### src/logic/sadc_pkg.sv
// Shared constants and types of the converter control block
package sadc_pkg;
   // Data path widths
   localparam int RES_W    = 16;
   localparam int BYTE_W   = 8;
   localparam int CHAN_W   = 2;
   localparam int NUM_CHAN = 4;
   localparam int DIV_W    = 2;
   localparam int DCNT_W   = 3;
   localparam int CNT_W    = 5;
   // Conversion clock rising edges from start to end of conversion
   localparam int CLK_EDGES_PER_CVT = 18;

   // Register bus layout
   localparam int        ADDR_W       = 8;
   localparam int        DATA_W       = 32;
   localparam logic [7:0] OFS_CTRL     = 8'h00;
   localparam logic [7:0] OFS_STATUS   = 8'h04;
   localparam logic [7:0] OFS_RESULT   = 8'h08;
   localparam logic [7:0] OFS_INT_STAT = 8'h0C;
   localparam logic [7:0] OFS_INT_MASK = 8'h10;

   // Field positions and reset values
   localparam int         CTRL_EN_BIT    = 0;
   localparam logic       CTRL_EN_RESET  = 1'b1;
   localparam int         STAT_BUSY_BIT  = 0;
   localparam int         STAT_CHAN_LSB  = 4;
   localparam int         STAT_DIV_LSB   = 8;
   localparam int         INT_W          = 2;
   localparam int         INT_DONE_BIT   = 0;
   localparam int         INT_RDBUSY_BIT = 1;
   localparam logic [1:0] INT_MASK_RESET = 2'h0;

   // Conversion sequencer states, one-hot
   typedef enum logic [1:0] {
      SADC_IDLE    = 2'b01,
      SADC_CONVERT = 2'b10
   } sadc_state_t;
endpackage : sadc_pkg

### src/logic/sadc_core_if.sv
// Signals shared between the sequencer, clock divider and register file
`timescale 1ns/1ns
interface sadc_core_if;
   logic                          ext_rise;
   logic [sadc_pkg::DIV_W-1:0]    div_code;
   logic                          restart;
   logic                          slow_tick;
   logic                          busy;
   logic                          done;
   logic                          rd_busy;
   logic [sadc_pkg::RES_W-1:0]    result;
   logic [sadc_pkg::CHAN_W-1:0]   chan;
   logic                          enable;

   modport core (output ext_rise, div_code, restart, busy, done, rd_busy,
                 result, chan, input slow_tick, enable);
   modport div  (input ext_rise, div_code, restart, output slow_tick);
   modport regs (input busy, done, rd_busy, result, chan, div_code,
                 output enable);
endinterface : sadc_core_if

### src/logic/sadc_clkdiv.sv
// Divides external clock rising edges into conversion clock ticks
`timescale 1ns/1ns
module sadc_clkdiv (
   input  wire logic sys_clk_i,
   input  wire logic sys_rst_i,
   sadc_core_if.div  core
);
   logic [sadc_pkg::DCNT_W-1:0] cnt;
   logic [sadc_pkg::DCNT_W-1:0] rises;
   logic [sadc_pkg::DIV_W-1:0]  code_prev;
   wire  [sadc_pkg::DCNT_W-1:0] div_limit;
   wire                         wrap;
   wire                         code_chg;

   // Code 0,1,2,3 gives limit 0,1,3,7: divide by 1,2,4,8
   assign div_limit = {core.div_code == 2'h3, core.div_code[1],
                       |core.div_code};
   assign wrap      = core.ext_rise & (cnt == div_limit);
   // A new code restarts the count, else a count above the new limit
   // would run up to eight rises before the first tick
   assign code_chg  = core.div_code != code_prev;
   // Restart aligns the divided clock to the start of conversion
   assign core.slow_tick = wrap & ~core.restart & ~code_chg;

   // Divider code history
   always_ff @(posedge sys_clk_i) begin
      if (sys_rst_i) begin
         code_prev <= 2'h0;
      end else begin
         code_prev <= core.div_code;
      end
   end

   // Edge counter
   always_ff @(posedge sys_clk_i) begin
      if (sys_rst_i || core.restart || code_chg || wrap) begin
         cnt <= 3'h0;
      end else if (core.ext_rise) begin
         cnt <= cnt + 3'h1;
      end
   end

   // Helper for checking: rises seen since last tick
   always_ff @(posedge sys_clk_i) begin
      if (sys_rst_i || core.restart || code_chg || core.slow_tick) begin
         rises <= 3'h0;
      end else if (core.ext_rise) begin
         rises <= rises + 3'h1;
      end
   end
endmodule : sadc_clkdiv

### src/logic/sadc_regs.sv
// APB register file with sticky interrupt status
`timescale 1ns/1ns
module sadc_regs (
   input  wire logic                          sys_clk_i,
   input  wire logic                          sys_rst_i,
   input  wire logic                          psel_i,
   input  wire logic                          penable_i,
   input  wire logic                          pwrite_i,
   input  wire logic [sadc_pkg::ADDR_W-1:0]   paddr_i,
   input  wire logic [sadc_pkg::DATA_W-1:0]   pwdata_i,
   output logic      [sadc_pkg::DATA_W-1:0]   prdata_o,
   output wire logic                          pready_o,
   output wire logic                          pslverr_o,
   output wire logic                          irq_o,
   sadc_core_if.regs                          core
);
   logic                        en;
   logic [sadc_pkg::INT_W-1:0]  int_stat;
   logic [sadc_pkg::INT_W-1:0]  int_mask;
   wire                         hit;
   wire                         wr;
   wire                         setup;
   wire [sadc_pkg::INT_W-1:0]   set_bits;
   wire [sadc_pkg::DATA_W-1:0]  rd_mux;

   // Address decode and strobes
   assign hit   = paddr_i == sadc_pkg::OFS_CTRL
               || paddr_i == sadc_pkg::OFS_STATUS
               || paddr_i == sadc_pkg::OFS_RESULT
               || paddr_i == sadc_pkg::OFS_INT_STAT
               || paddr_i == sadc_pkg::OFS_INT_MASK;
   assign setup     = psel_i & ~penable_i;
   assign wr        = psel_i & penable_i & pwrite_i & hit;
   // Read data is latched in setup, so access completes at once
   assign pready_o  = 1'b1;
   assign pslverr_o = psel_i & penable_i & ~hit;
   assign set_bits  = {core.rd_busy, core.done};
   assign irq_o     = |(int_stat & int_mask);
   assign core.enable = en;

   // Read selection; unmapped reads return zero
   assign rd_mux =
      (paddr_i == sadc_pkg::OFS_CTRL)     ? 32'(en) :
      (paddr_i == sadc_pkg::OFS_STATUS)   ?
         32'({core.div_code, 2'h0, core.chan, 3'h0, core.busy}) :
      (paddr_i == sadc_pkg::OFS_RESULT)   ? 32'(core.result) :
      (paddr_i == sadc_pkg::OFS_INT_STAT) ? 32'(int_stat) :
      (paddr_i == sadc_pkg::OFS_INT_MASK) ? 32'(int_mask) : 32'h0000_0000;

   always_ff @(posedge sys_clk_i) begin
      if (sys_rst_i) begin
         prdata_o <= 32'h0000_0000;
      end else if (setup && !pwrite_i) begin
         prdata_o <= rd_mux;
      end
   end

   // Control and mask registers
   always_ff @(posedge sys_clk_i) begin
      if (sys_rst_i) begin
         en       <= sadc_pkg::CTRL_EN_RESET;
         int_mask <= sadc_pkg::INT_MASK_RESET;
      end else if (wr && paddr_i == sadc_pkg::OFS_CTRL) begin
         en <= pwdata_i[sadc_pkg::CTRL_EN_BIT];
      end else if (wr && paddr_i == sadc_pkg::OFS_INT_MASK) begin
         int_mask <= pwdata_i[sadc_pkg::INT_W-1:0];
      end
   end

   // Sticky status, write one to clear; a new event wins over the clear
   always_ff @(posedge sys_clk_i) begin
      if (sys_rst_i) begin
         int_stat <= 2'h0;
      end else if (wr && paddr_i == sadc_pkg::OFS_INT_STAT) begin
         int_stat <= (int_stat & ~pwdata_i[sadc_pkg::INT_W-1:0]) | set_bits;
      end else begin
         int_stat <= int_stat | set_bits;
      end
   end
endmodule : sadc_regs

### src/logic/sadc_top.sv
// Converter control: strobe handling, sequencing and three-state readout
//
// Overview of operation
// - Data lines stay undriven for the whole of every conversion.
// - Chip select and read strobe are active low on both sides.
// - Conversion clock is the external clock divided by 1, 2, 4 or 8.
// - Falling convert strobe enters hold at once, no external clock needed.
// - Channel address is captured on convert strobe rising edge for next use.
// - Channel index 0 to 3 picks analog input 0 to 3 against common.
// - Busy is high during conversion and low once result is readable.
// - Conversion ends after the eighteenth conversion clock rising edge.
// - Bus width select high gives 8-bit bus, low gives 16-bit bus.
// - In 16-bit mode result bits 15..0 appear on lines 15..0.
// - In 8-bit mode result bits 15..8 appear on lines 7..0.
// - Bus width select acts asynchronously, remapping without a clock edge.
//
// Our own choices: the APB slave port and the address map.
`timescale 1ns/1ns
module sadc_top #(
   parameter int N_EDGES = sadc_pkg::CLK_EDGES_PER_CVT
) (
   input  wire logic                          sys_clk_i,
   input  wire logic                          sys_rst_i,
   input  wire logic                          ext_clk_i,
   input  wire logic [sadc_pkg::DIV_W-1:0]    clock_divider_select_i,
   input  wire logic                          convert_strobe_n_i,
   input  wire logic                          channel_select_lsb_i,
   input  wire logic                          channel_select_msb_i,
   input  wire logic                          chip_select_n_i,
   input  wire logic                          read_strobe_n_i,
   input  wire logic                          bus_width_byte_i,
   input  wire logic [sadc_pkg::RES_W-1:0]    sar_result_i,
   output wire logic [sadc_pkg::RES_W-1:0]    output_data_lines_o,
   output wire logic [sadc_pkg::RES_W-1:0]    output_data_lines_oe_o,
   output wire logic                          busy_o,
   output wire logic                          hold_o,
   output wire logic [sadc_pkg::NUM_CHAN-1:0] mux_sel_o,
   input  wire logic                          psel_i,
   input  wire logic                          penable_i,
   input  wire logic                          pwrite_i,
   input  wire logic [sadc_pkg::ADDR_W-1:0]   paddr_i,
   input  wire logic [sadc_pkg::DATA_W-1:0]   pwdata_i,
   output wire logic [sadc_pkg::DATA_W-1:0]   prdata_o,
   output wire logic                          pready_o,
   output wire logic                          pslverr_o,
   output wire logic                          irq_o
);
   // Counter must reach the end count without wrapping
   if (N_EDGES < 2 || N_EDGES > 31) begin : g_bad_edges
      $error("N_EDGES must lie between 2 and 31");
   end

   localparam logic [sadc_pkg::CNT_W-1:0] LAST_TICK =
      sadc_pkg::CNT_W'(N_EDGES - 1);

   sadc_core_if core ();

   sadc_pkg::sadc_state_t             state;
   sadc_pkg::sadc_state_t             next_state;
   logic                              strobe_prev;
   logic                              ext_prev;
   logic [sadc_pkg::CNT_W-1:0]        tick_cnt;
   logic [sadc_pkg::RES_W-1:0]        result;
   logic [sadc_pkg::CHAN_W-1:0]       chan;
   logic [sadc_pkg::CNT_W-1:0]        chk_ticks;

   wire                               strobe_fall;
   wire                               strobe_rise;
   wire                               start;
   wire                               finish;
   wire                               converting;
   wire                               read_active;
   wire [sadc_pkg::RES_W-1:0]         byte_view;
   wire [sadc_pkg::CHAN_W-1:0]        addr_in;

   // Edge detection on pins already synchronous to the system clock
   assign strobe_fall = strobe_prev & ~convert_strobe_n_i;
   assign strobe_rise = ~strobe_prev & convert_strobe_n_i;
   assign core.ext_rise = ext_clk_i & ~ext_prev;
   assign addr_in = {channel_select_msb_i, channel_select_lsb_i};

   // Start only from idle and while software enables the block;
   // a strobe fall during a conversion is ignored
   assign start  = (state == sadc_pkg::SADC_IDLE) & strobe_fall
                 & core.enable;
   assign finish = (state == sadc_pkg::SADC_CONVERT) & core.slow_tick
                 & (tick_cnt == LAST_TICK);
   assign converting = state == sadc_pkg::SADC_CONVERT;

   // Hold follows the strobe edge in the same cycle, not a clock edge
   assign hold_o = converting | start;
   assign busy_o = converting;

   // Divider and register file hookup
   assign core.div_code = clock_divider_select_i;
   assign core.restart  = start;
   assign core.busy     = converting;
   assign core.done     = finish;
   assign core.result   = result;
   assign core.chan     = chan;

   // Active-low select and read; the start cycle blanks the bus too
   assign read_active = ~chip_select_n_i & ~read_strobe_n_i
                      & ~converting & ~start;
   // A read attempt while converting is host misuse; flag it
   assign core.rd_busy = ~chip_select_n_i & ~read_strobe_n_i
                       & converting;

   // Byte lane mapping is purely combinational on the width pin
   assign byte_view = {8'h00, result[15:8]};
   assign output_data_lines_o = bus_width_byte_i ? byte_view
                                                 : result;
   assign output_data_lines_oe_o = !read_active ? 16'h0000
                                 : bus_width_byte_i ? 16'h00FF
                                 : 16'hFFFF;

   // One-hot multiplexer select per analog input
   for (genvar i = 0; i < sadc_pkg::NUM_CHAN; i++) begin : g_mux
      assign mux_sel_o[i] = chan == sadc_pkg::CHAN_W'(i);
   end

   // Sequencer next state
   always_comb begin
      next_state = state;
      case (state)
         sadc_pkg::SADC_IDLE: begin
            if (start) begin
               next_state = sadc_pkg::SADC_CONVERT;
            end
         end
         sadc_pkg::SADC_CONVERT: begin
            if (finish) begin
               next_state = sadc_pkg::SADC_IDLE;
            end
         end
         default: begin
            next_state = sadc_pkg::SADC_IDLE;
         end
      endcase
   end

   always_ff @(posedge sys_clk_i) begin
      if (sys_rst_i) begin
         state <= sadc_pkg::SADC_IDLE;
      end else begin
         state <= next_state;
      end
   end

   // Pin history; strobe idles high so reset does not fake an edge
   always_ff @(posedge sys_clk_i) begin
      if (sys_rst_i) begin
         strobe_prev <= 1'b1;
         ext_prev    <= 1'b0;
      end else begin
         strobe_prev <= convert_strobe_n_i;
         ext_prev    <= ext_clk_i;
      end
   end

   // Conversion clock edges since start
   always_ff @(posedge sys_clk_i) begin
      if (sys_rst_i || start) begin
         tick_cnt <= 5'h00;
      end else if (converting && core.slow_tick) begin
         tick_cnt <= tick_cnt + 5'h01;
      end
   end

   // Address latched on the strobe rising edge, used next conversion
   always_ff @(posedge sys_clk_i) begin
      if (sys_rst_i) begin
         chan <= 2'h0;
      end else if (strobe_rise) begin
         chan <= addr_in;
      end
   end

   // Result becomes visible only once the conversion is complete
   always_ff @(posedge sys_clk_i) begin
      if (sys_rst_i) begin
         result <= 16'h0000;
      end else if (finish) begin
         result <= sar_result_i;
      end
   end

   // Helper for checking: ticks counted during the busy window
   always_ff @(posedge sys_clk_i) begin
      if (sys_rst_i || start) begin
         chk_ticks <= 5'h00;
      end else if (converting && core.slow_tick) begin
         chk_ticks <= chk_ticks + 5'h01;
      end
   end

   sadc_clkdiv u_clkdiv (
      .sys_clk_i (sys_clk_i),
      .sys_rst_i (sys_rst_i),
      .core      (core)
   );

   sadc_regs u_regs (
      .sys_clk_i (sys_clk_i),
      .sys_rst_i (sys_rst_i),
      .psel_i    (psel_i),
      .penable_i (penable_i),
      .pwrite_i  (pwrite_i),
      .paddr_i   (paddr_i),
      .pwdata_i  (pwdata_i),
      .prdata_o  (prdata_o),
      .pready_o  (pready_o),
      .pslverr_o (pslverr_o),
      .irq_o     (irq_o),
      .core      (core)
   );
endmodule : sadc_top

### config.mk
export PLATFORM = sky130hd
export DESIGN_NAME = sadc_top
export DESIGN_NICKNAME = d
export VERILOG_FILES = /design/src/logic/sadc_pkg.sv /design/src/logic/sadc_core_if.sv /design/src/logic/sadc_clkdiv.sv /design/src/logic/sadc_regs.sv /design/src/logic/sadc_top.sv
export SDC_FILE = /design/constraint.sdc
export NUM_CORES = 1
export LEC_CHECK = 0
export ABC_AREA = 1
export BUFFER_PORTS_ARGS = -buffer_cell sky130_fd_sc_hd__buf_4
export CORE_ASPECT_RATIO = 1.1
export CORE_MARGIN = 5
export CORE_UTILIZATION = 50
export DETAILED_ROUTE_END_ITERATION = 12
export MAX_ROUTING_LAYER = met4
export PLACE_DENSITY_LB_ADDON = 0.2
export SYNTH_ARGS = -nofsm -noshare
export SYNTH_HDL_FRONTEND = slang
export SYNTH_SLANG_ARGS = --single-unit
### constraint.sdc
create_clock -name sys_clk_i -period 5.15 [get_ports sys_clk_i]
set_clock_uncertainty 0.1 [all_clocks]
set_input_delay 1.03 -clock sys_clk_i [delete_from_list [all_inputs] [get_ports sys_clk_i]]
set_output_delay 1.03 -clock sys_clk_i [all_outputs]
set_load 0.02 [all_outputs]
# After elaboration in Yosys (flattened, before gate mapping)
# Index checks and enable logic that the tools add are counted.
[word_totals] reg_bits=69 inputBits=70 out_inout_bits=73
[classes] add_sub_neg=2 eq_ne=15 n_mux=12 bitwise=36 n_reduce_logical=19
[ops] operator="$mux W32" n=4
[ops] operator="$mux W16" n=3
[ops] operator="$and A1 B1 Y1" n=19
[ops] operator="$eq A8 B4 Y1 const B" n=2
[ops] operator="$not A1 Y1" n=11
[ops] operator="$eq A2 B2 Y1 const B" n=4
[ops] operator="$eq A8 B3 Y1 const B" n=1
[ops] operator="$eq A8 B5 Y1 const B" n=1
[ops] operator="$logic_not A8 Y1" n=1
[ops] operator="$mux W2" n=4
[ops] operator="$logic_or A1 B1 Y1" n=7
[ops] operator="$add A5 B1 Y5 const B" n=1
[ops] operator="$eq A5 B5 Y1 const B" n=1
[ops] operator="$logic_and A1 B1 Y1" n=5
[ops] operator="$and A2 B2 Y2" n=2
[ops] operator="$eq A2 B1 Y1 const B" n=2
[ops] operator="$ne A2 B2 Y1 const B" n=2
[ops] operator="$or A2 B2 Y2" n=2
[ops] operator="$pmux W2 S2" n=1
[ops] operator="$reduce_and A2 Y1" n=2
[ops] operator="$reduce_or A2 Y1" n=2
[ops] operator="$add A3 B1 Y3 const B" n=1
[ops] operator="$eq A3 B3 Y1" n=1
[ops] operator="$logic_not A2 Y1" n=1
[ops] operator="other kinds (4)" n=4

# Longest topological paths before layout
[logic_depth] ltp_word=11 depth_mapped=12

# By module
# A second synthesis with hierarchy kept.
[unflattened] cells_unflattened=440 area_unflattened_um2=3069.2
[modules_own_cells] module="sadc_top" instances=1 cells_each=220 area_per_inst_um2=1562.7
[modules_own_cells] module="sadc_regs" instances=1 cells_each=172 area_per_inst_um2=1194.9
[modules_own_cells] module="sadc_clkdiv" instances=1 cells_each=48 area_per_inst_um2=311.5

# Worst setup path before layout
# Ideal clock, no wire load.
[synth_timing] path_kind="input-to-output" startpoint="input port convert_strobe_n_i" endpoint="output port output_data_lines_oe_o[10] (netlist name)" arrival_ps=2547 required_time_ps=4020 slack_ps=1473 cell_stages=5 path_buffers=1 path_cell_list="inv_1 > nand4_1 > nand2_1 > nor3_1 > buf_4"
[synth_between] elab_chain_len=7
[synth_rtl] item="from (decl)" line="sadc_top.sv:26" rtl="input wire logic convert_strobe_n_i,"
[synth_rtl] item="$not A1 Y1" line="sadc_top.sv:77" rtl="assign strobe_fall = strobe_prev & ~convert_strobe_n_i;"
[synth_rtl] item="$and A1 B1 Y1" line="sadc_top.sv:77"
[synth_rtl] item="$and A1 B1 Y1" line="sadc_top.sv:84" rtl="assign start = (state == sadc_pkg::SADC_IDLE) & strobe_fall"
[synth_rtl] item="$and A1 B1 Y1" line="sadc_top.sv:85" rtl="& core.enable;"
[synth_rtl] item="$not A1 Y1" line="sadc_top.sv:104" rtl="& ~converting & ~start;"
[synth_rtl] item="$and A1 B1 Y1" line="sadc_top.sv:104"
[synth_rtl] item="$mux W16" line="sadc_top.sv:113" rtl="assign output_data_lines_oe_o = !read_active ? 16'h0000"
[synth_rtl] item="to (decl)" line="sadc_top.sv:34" rtl="output wire logic [sadc_pkg::RES_W-1:0] output_data_lines_oe_o,"
# No other way between the ends.

# Final worst setup path
[layout_timing] startpoint="input port convert_strobe_n_i" endpoint="output port output_data_lines_oe_o[12] (netlist name)"
# Same word-level chain as after synthesis.

==> run metrics <==
total CTS buffers=5; Tmin final=3.41 ns; detailed placement HPWL=5.42 mm; largest cells by area after synthesis=dfxtp_1 (36%), nand2_1 (14%), nor2_1 (8.6%); TritonCTS clock tree=yes; Crit. End Element=output port; H-Tree Depth=2; floorplan row count=29; CP Max Fanout=8; TritonRoute pass-1 iters=5; WL final=6.91 mm; crit-path most repeated cell=buf_4; slew margin rel.=51.2%; Arr. time, crit path=2.28 ns; commonest cells in the netlist=nand2_1 (106), nor2_1 (67), dfxtp_1 (53); filler instances=572; final setup TNS=0 ns; core area=5730 um2; top sig layer=met4; Root Driver=clkbuf_8; DR vias=2711; Post-CTS Setup Bufs=0; ANT nets after route=0; Syn Area/Cell=6.68 um2; # diodes=0; Final Hold Fails=0; Die ar.=7470 um2; total congestion overflow=0; outcome=completed; proportion of netlist area held by the largest area contributor=36.4%; number of synthesized flops with an enable pin=0; Die Span Y=90.1 um; cell with the most instances after synthesis=nand2_1; initial antenna violation count=0; DR iter-0 viols=144; Synth Flop Type=dfxtp_1; drt via density=4.60; Buf+Inv Stages, Crit Path=3; Cells after DPL=581; critical path class=in2out; Worst path slowest cell=nor3_1; Met1 Wirelength=2.81 mm; Distinct cells, synth=31; sequential area share after synthesis=36.4%; CTS Buffer Depth=2; post-synth top area cell=dfxtp_1; PortBufs=95; synthesis-stage register bit count=53; Worst Hold Class=reg2reg; Sink Count=53; worst-path cell chain=buf_4 -> inv_1 -> nand4_1 -> nand2_1 -> nor3_1 -> buf_4; post-layout util=62.4%; async set-or-reset flop fraction in the synthesized netlist=0%; max_cap viols=0; Final period util=66.3%; CP delay by family, top=simple AND/OR/NAND/NOR gates; # IOs=143; GRT Total Usage=18.9%; LEAKAGE=1.78 nW; CP required=4.02 ns; Synth warnings=0; Final nets=584; DR DRC count=0; first-pass GRT wire length=11.6 mm; startpoint types=input port; Routed met3 length=369 um; final setup fails=0; dpl ws=1.70 ns; Mapped Area=2920 um2; vias in the first global route=2530; Syn Inst Count=437; met2 wire len=3.67 mm; Skew-Pair Late Insertion Delay=0.30 ns; fmax=293 MHz; share of layout cells above drive strength 1=26.2%; RePlAce Congestion=0.847; worst slew pin tran=0.732 ns; WL/cell=11.7 um; initial core utilization=50.9%; maximum vdd drop=0.000145 V; Max Transition Viols Final=0; Worst-path clk slew=0.09 ns; unrepaired setup endpoints after global routing=false; worst hold slack=0.369 ns; # resized after CTS=0; power per cell area=215 nW/um2; Area growth, synth to finish=22.6%; Hold-fix buffers, CTS=0; largest net degree at the start of global routing=35; Die X=82.8 um; Worst path max stage delay=0.55 ns; Layout Cells excl Fill=589; fin worst setup slack=1.74 ns
[logic make-up (layout without fill, tap and decap cells)]
kind of cell / count (synthesis) / in the layout / share of synthesized area (%)
adders and majority gates: 3 / 3 / 1.29
xor gates and xnor gates: 2 / 2 / 0.600
and+or+nand+nor: 231 / 231 / 35.2
buffers and inverters: 99 / 159 / 17.8
other: 2 / 17 / 0.257
DFF: 53 / 53 / 36.4
AOI/OAI and AO/OA: 47 / 47 / 8.49
[cells in the final DEF, fill, tap and decap left out, drive strengths merged]
master  count
a21oi      27
a22o        1
and2        1
buf        96
clkbuf      6
clkinv      4
conb       17
dfxtp      53
ha          3
inv        53
nand2     120
nand3      25
nand4       6
nor2       73
nor3        4
o21ai      15
o22ai       4
or2         2
xor2        2
[registers in the layout, indices dropped and copies added (netlist names)]
signal              count
strobe_prev             1
ext_prev                1
chan                    2
u_clkdiv.code_prev      2
u_clkdiv.cnt            3
tick_cnt                5
u_regs.prdata_o        16
u_regs.int_mask         2
core.result            16
u_regs.core.enable      1
u_regs.int_stat         2
state                   2
[cell type report]
| type | count | area, um2 | area share, % |
|---|---|---|---|
| clock buffers | 6 | 82.6 | 2.31 |
| clock inverters | 2 | 13.8 | 0.385 |
| inverters | 55 | 208 | 5.81 |
| multi-input cells | 300 | 1390 | 39.0 |
| flip-flops and latches | 53 | 1060 | 29.7 |
| well taps | 77 | 96.3 | 2.69 |
| repair buffers | 96 | 721 | 20.2 |
[path summary, 6_finish.rpt]
check / slack (ns) / depth (start not counted) / to / start
worst max-delay path: 1.74 / 6 / output_data_lines_oe_o[12] / convert_strobe_n_i
worst min-delay path: 0.37 / 2 / u_regs.prdata_o[2] / u_regs.prdata_o[2]
worst max register to register: 3.31 / 8 / core.result[6] / state[1]
worst min register to register: 0.37 / 2 / u_regs.prdata_o[2] / u_regs.prdata_o[2]
[tightest hold or removal path, cell delays in order (launching register included)]
cell and delay [ns]:
dfxtp_1 0.32, nand2_1 0.06, a21oi_1 0.05
[layer usage]
metal,GRT usage [%],vias up
met5,-,-
met2,35.2,64
met1,20.1,1197
li1,-,1444
met3,4.57,6
met4,3.68,0
[report_power, final]
part           switching (mW)  internal [mW]
Sequential            0.00229          0.413
Clock                   0.137          0.109
Combinational          0.0675         0.0406
Total                   0.206          0.563
[metrics by stage]
| stage | total power [mW] | area [um2] |
|---|---|---|
| floorplan | 0.504 | 2970 |
| finish | 0.770 | 3580 |
| detailed placement | 0.534 | 3480 |
| CTS | 0.778 | 3580 |
| global route | 0.804 | 3580 |
| global placement | 0.533 | 3480 |
Note: power is estimated with default switching activity, not from simulation.
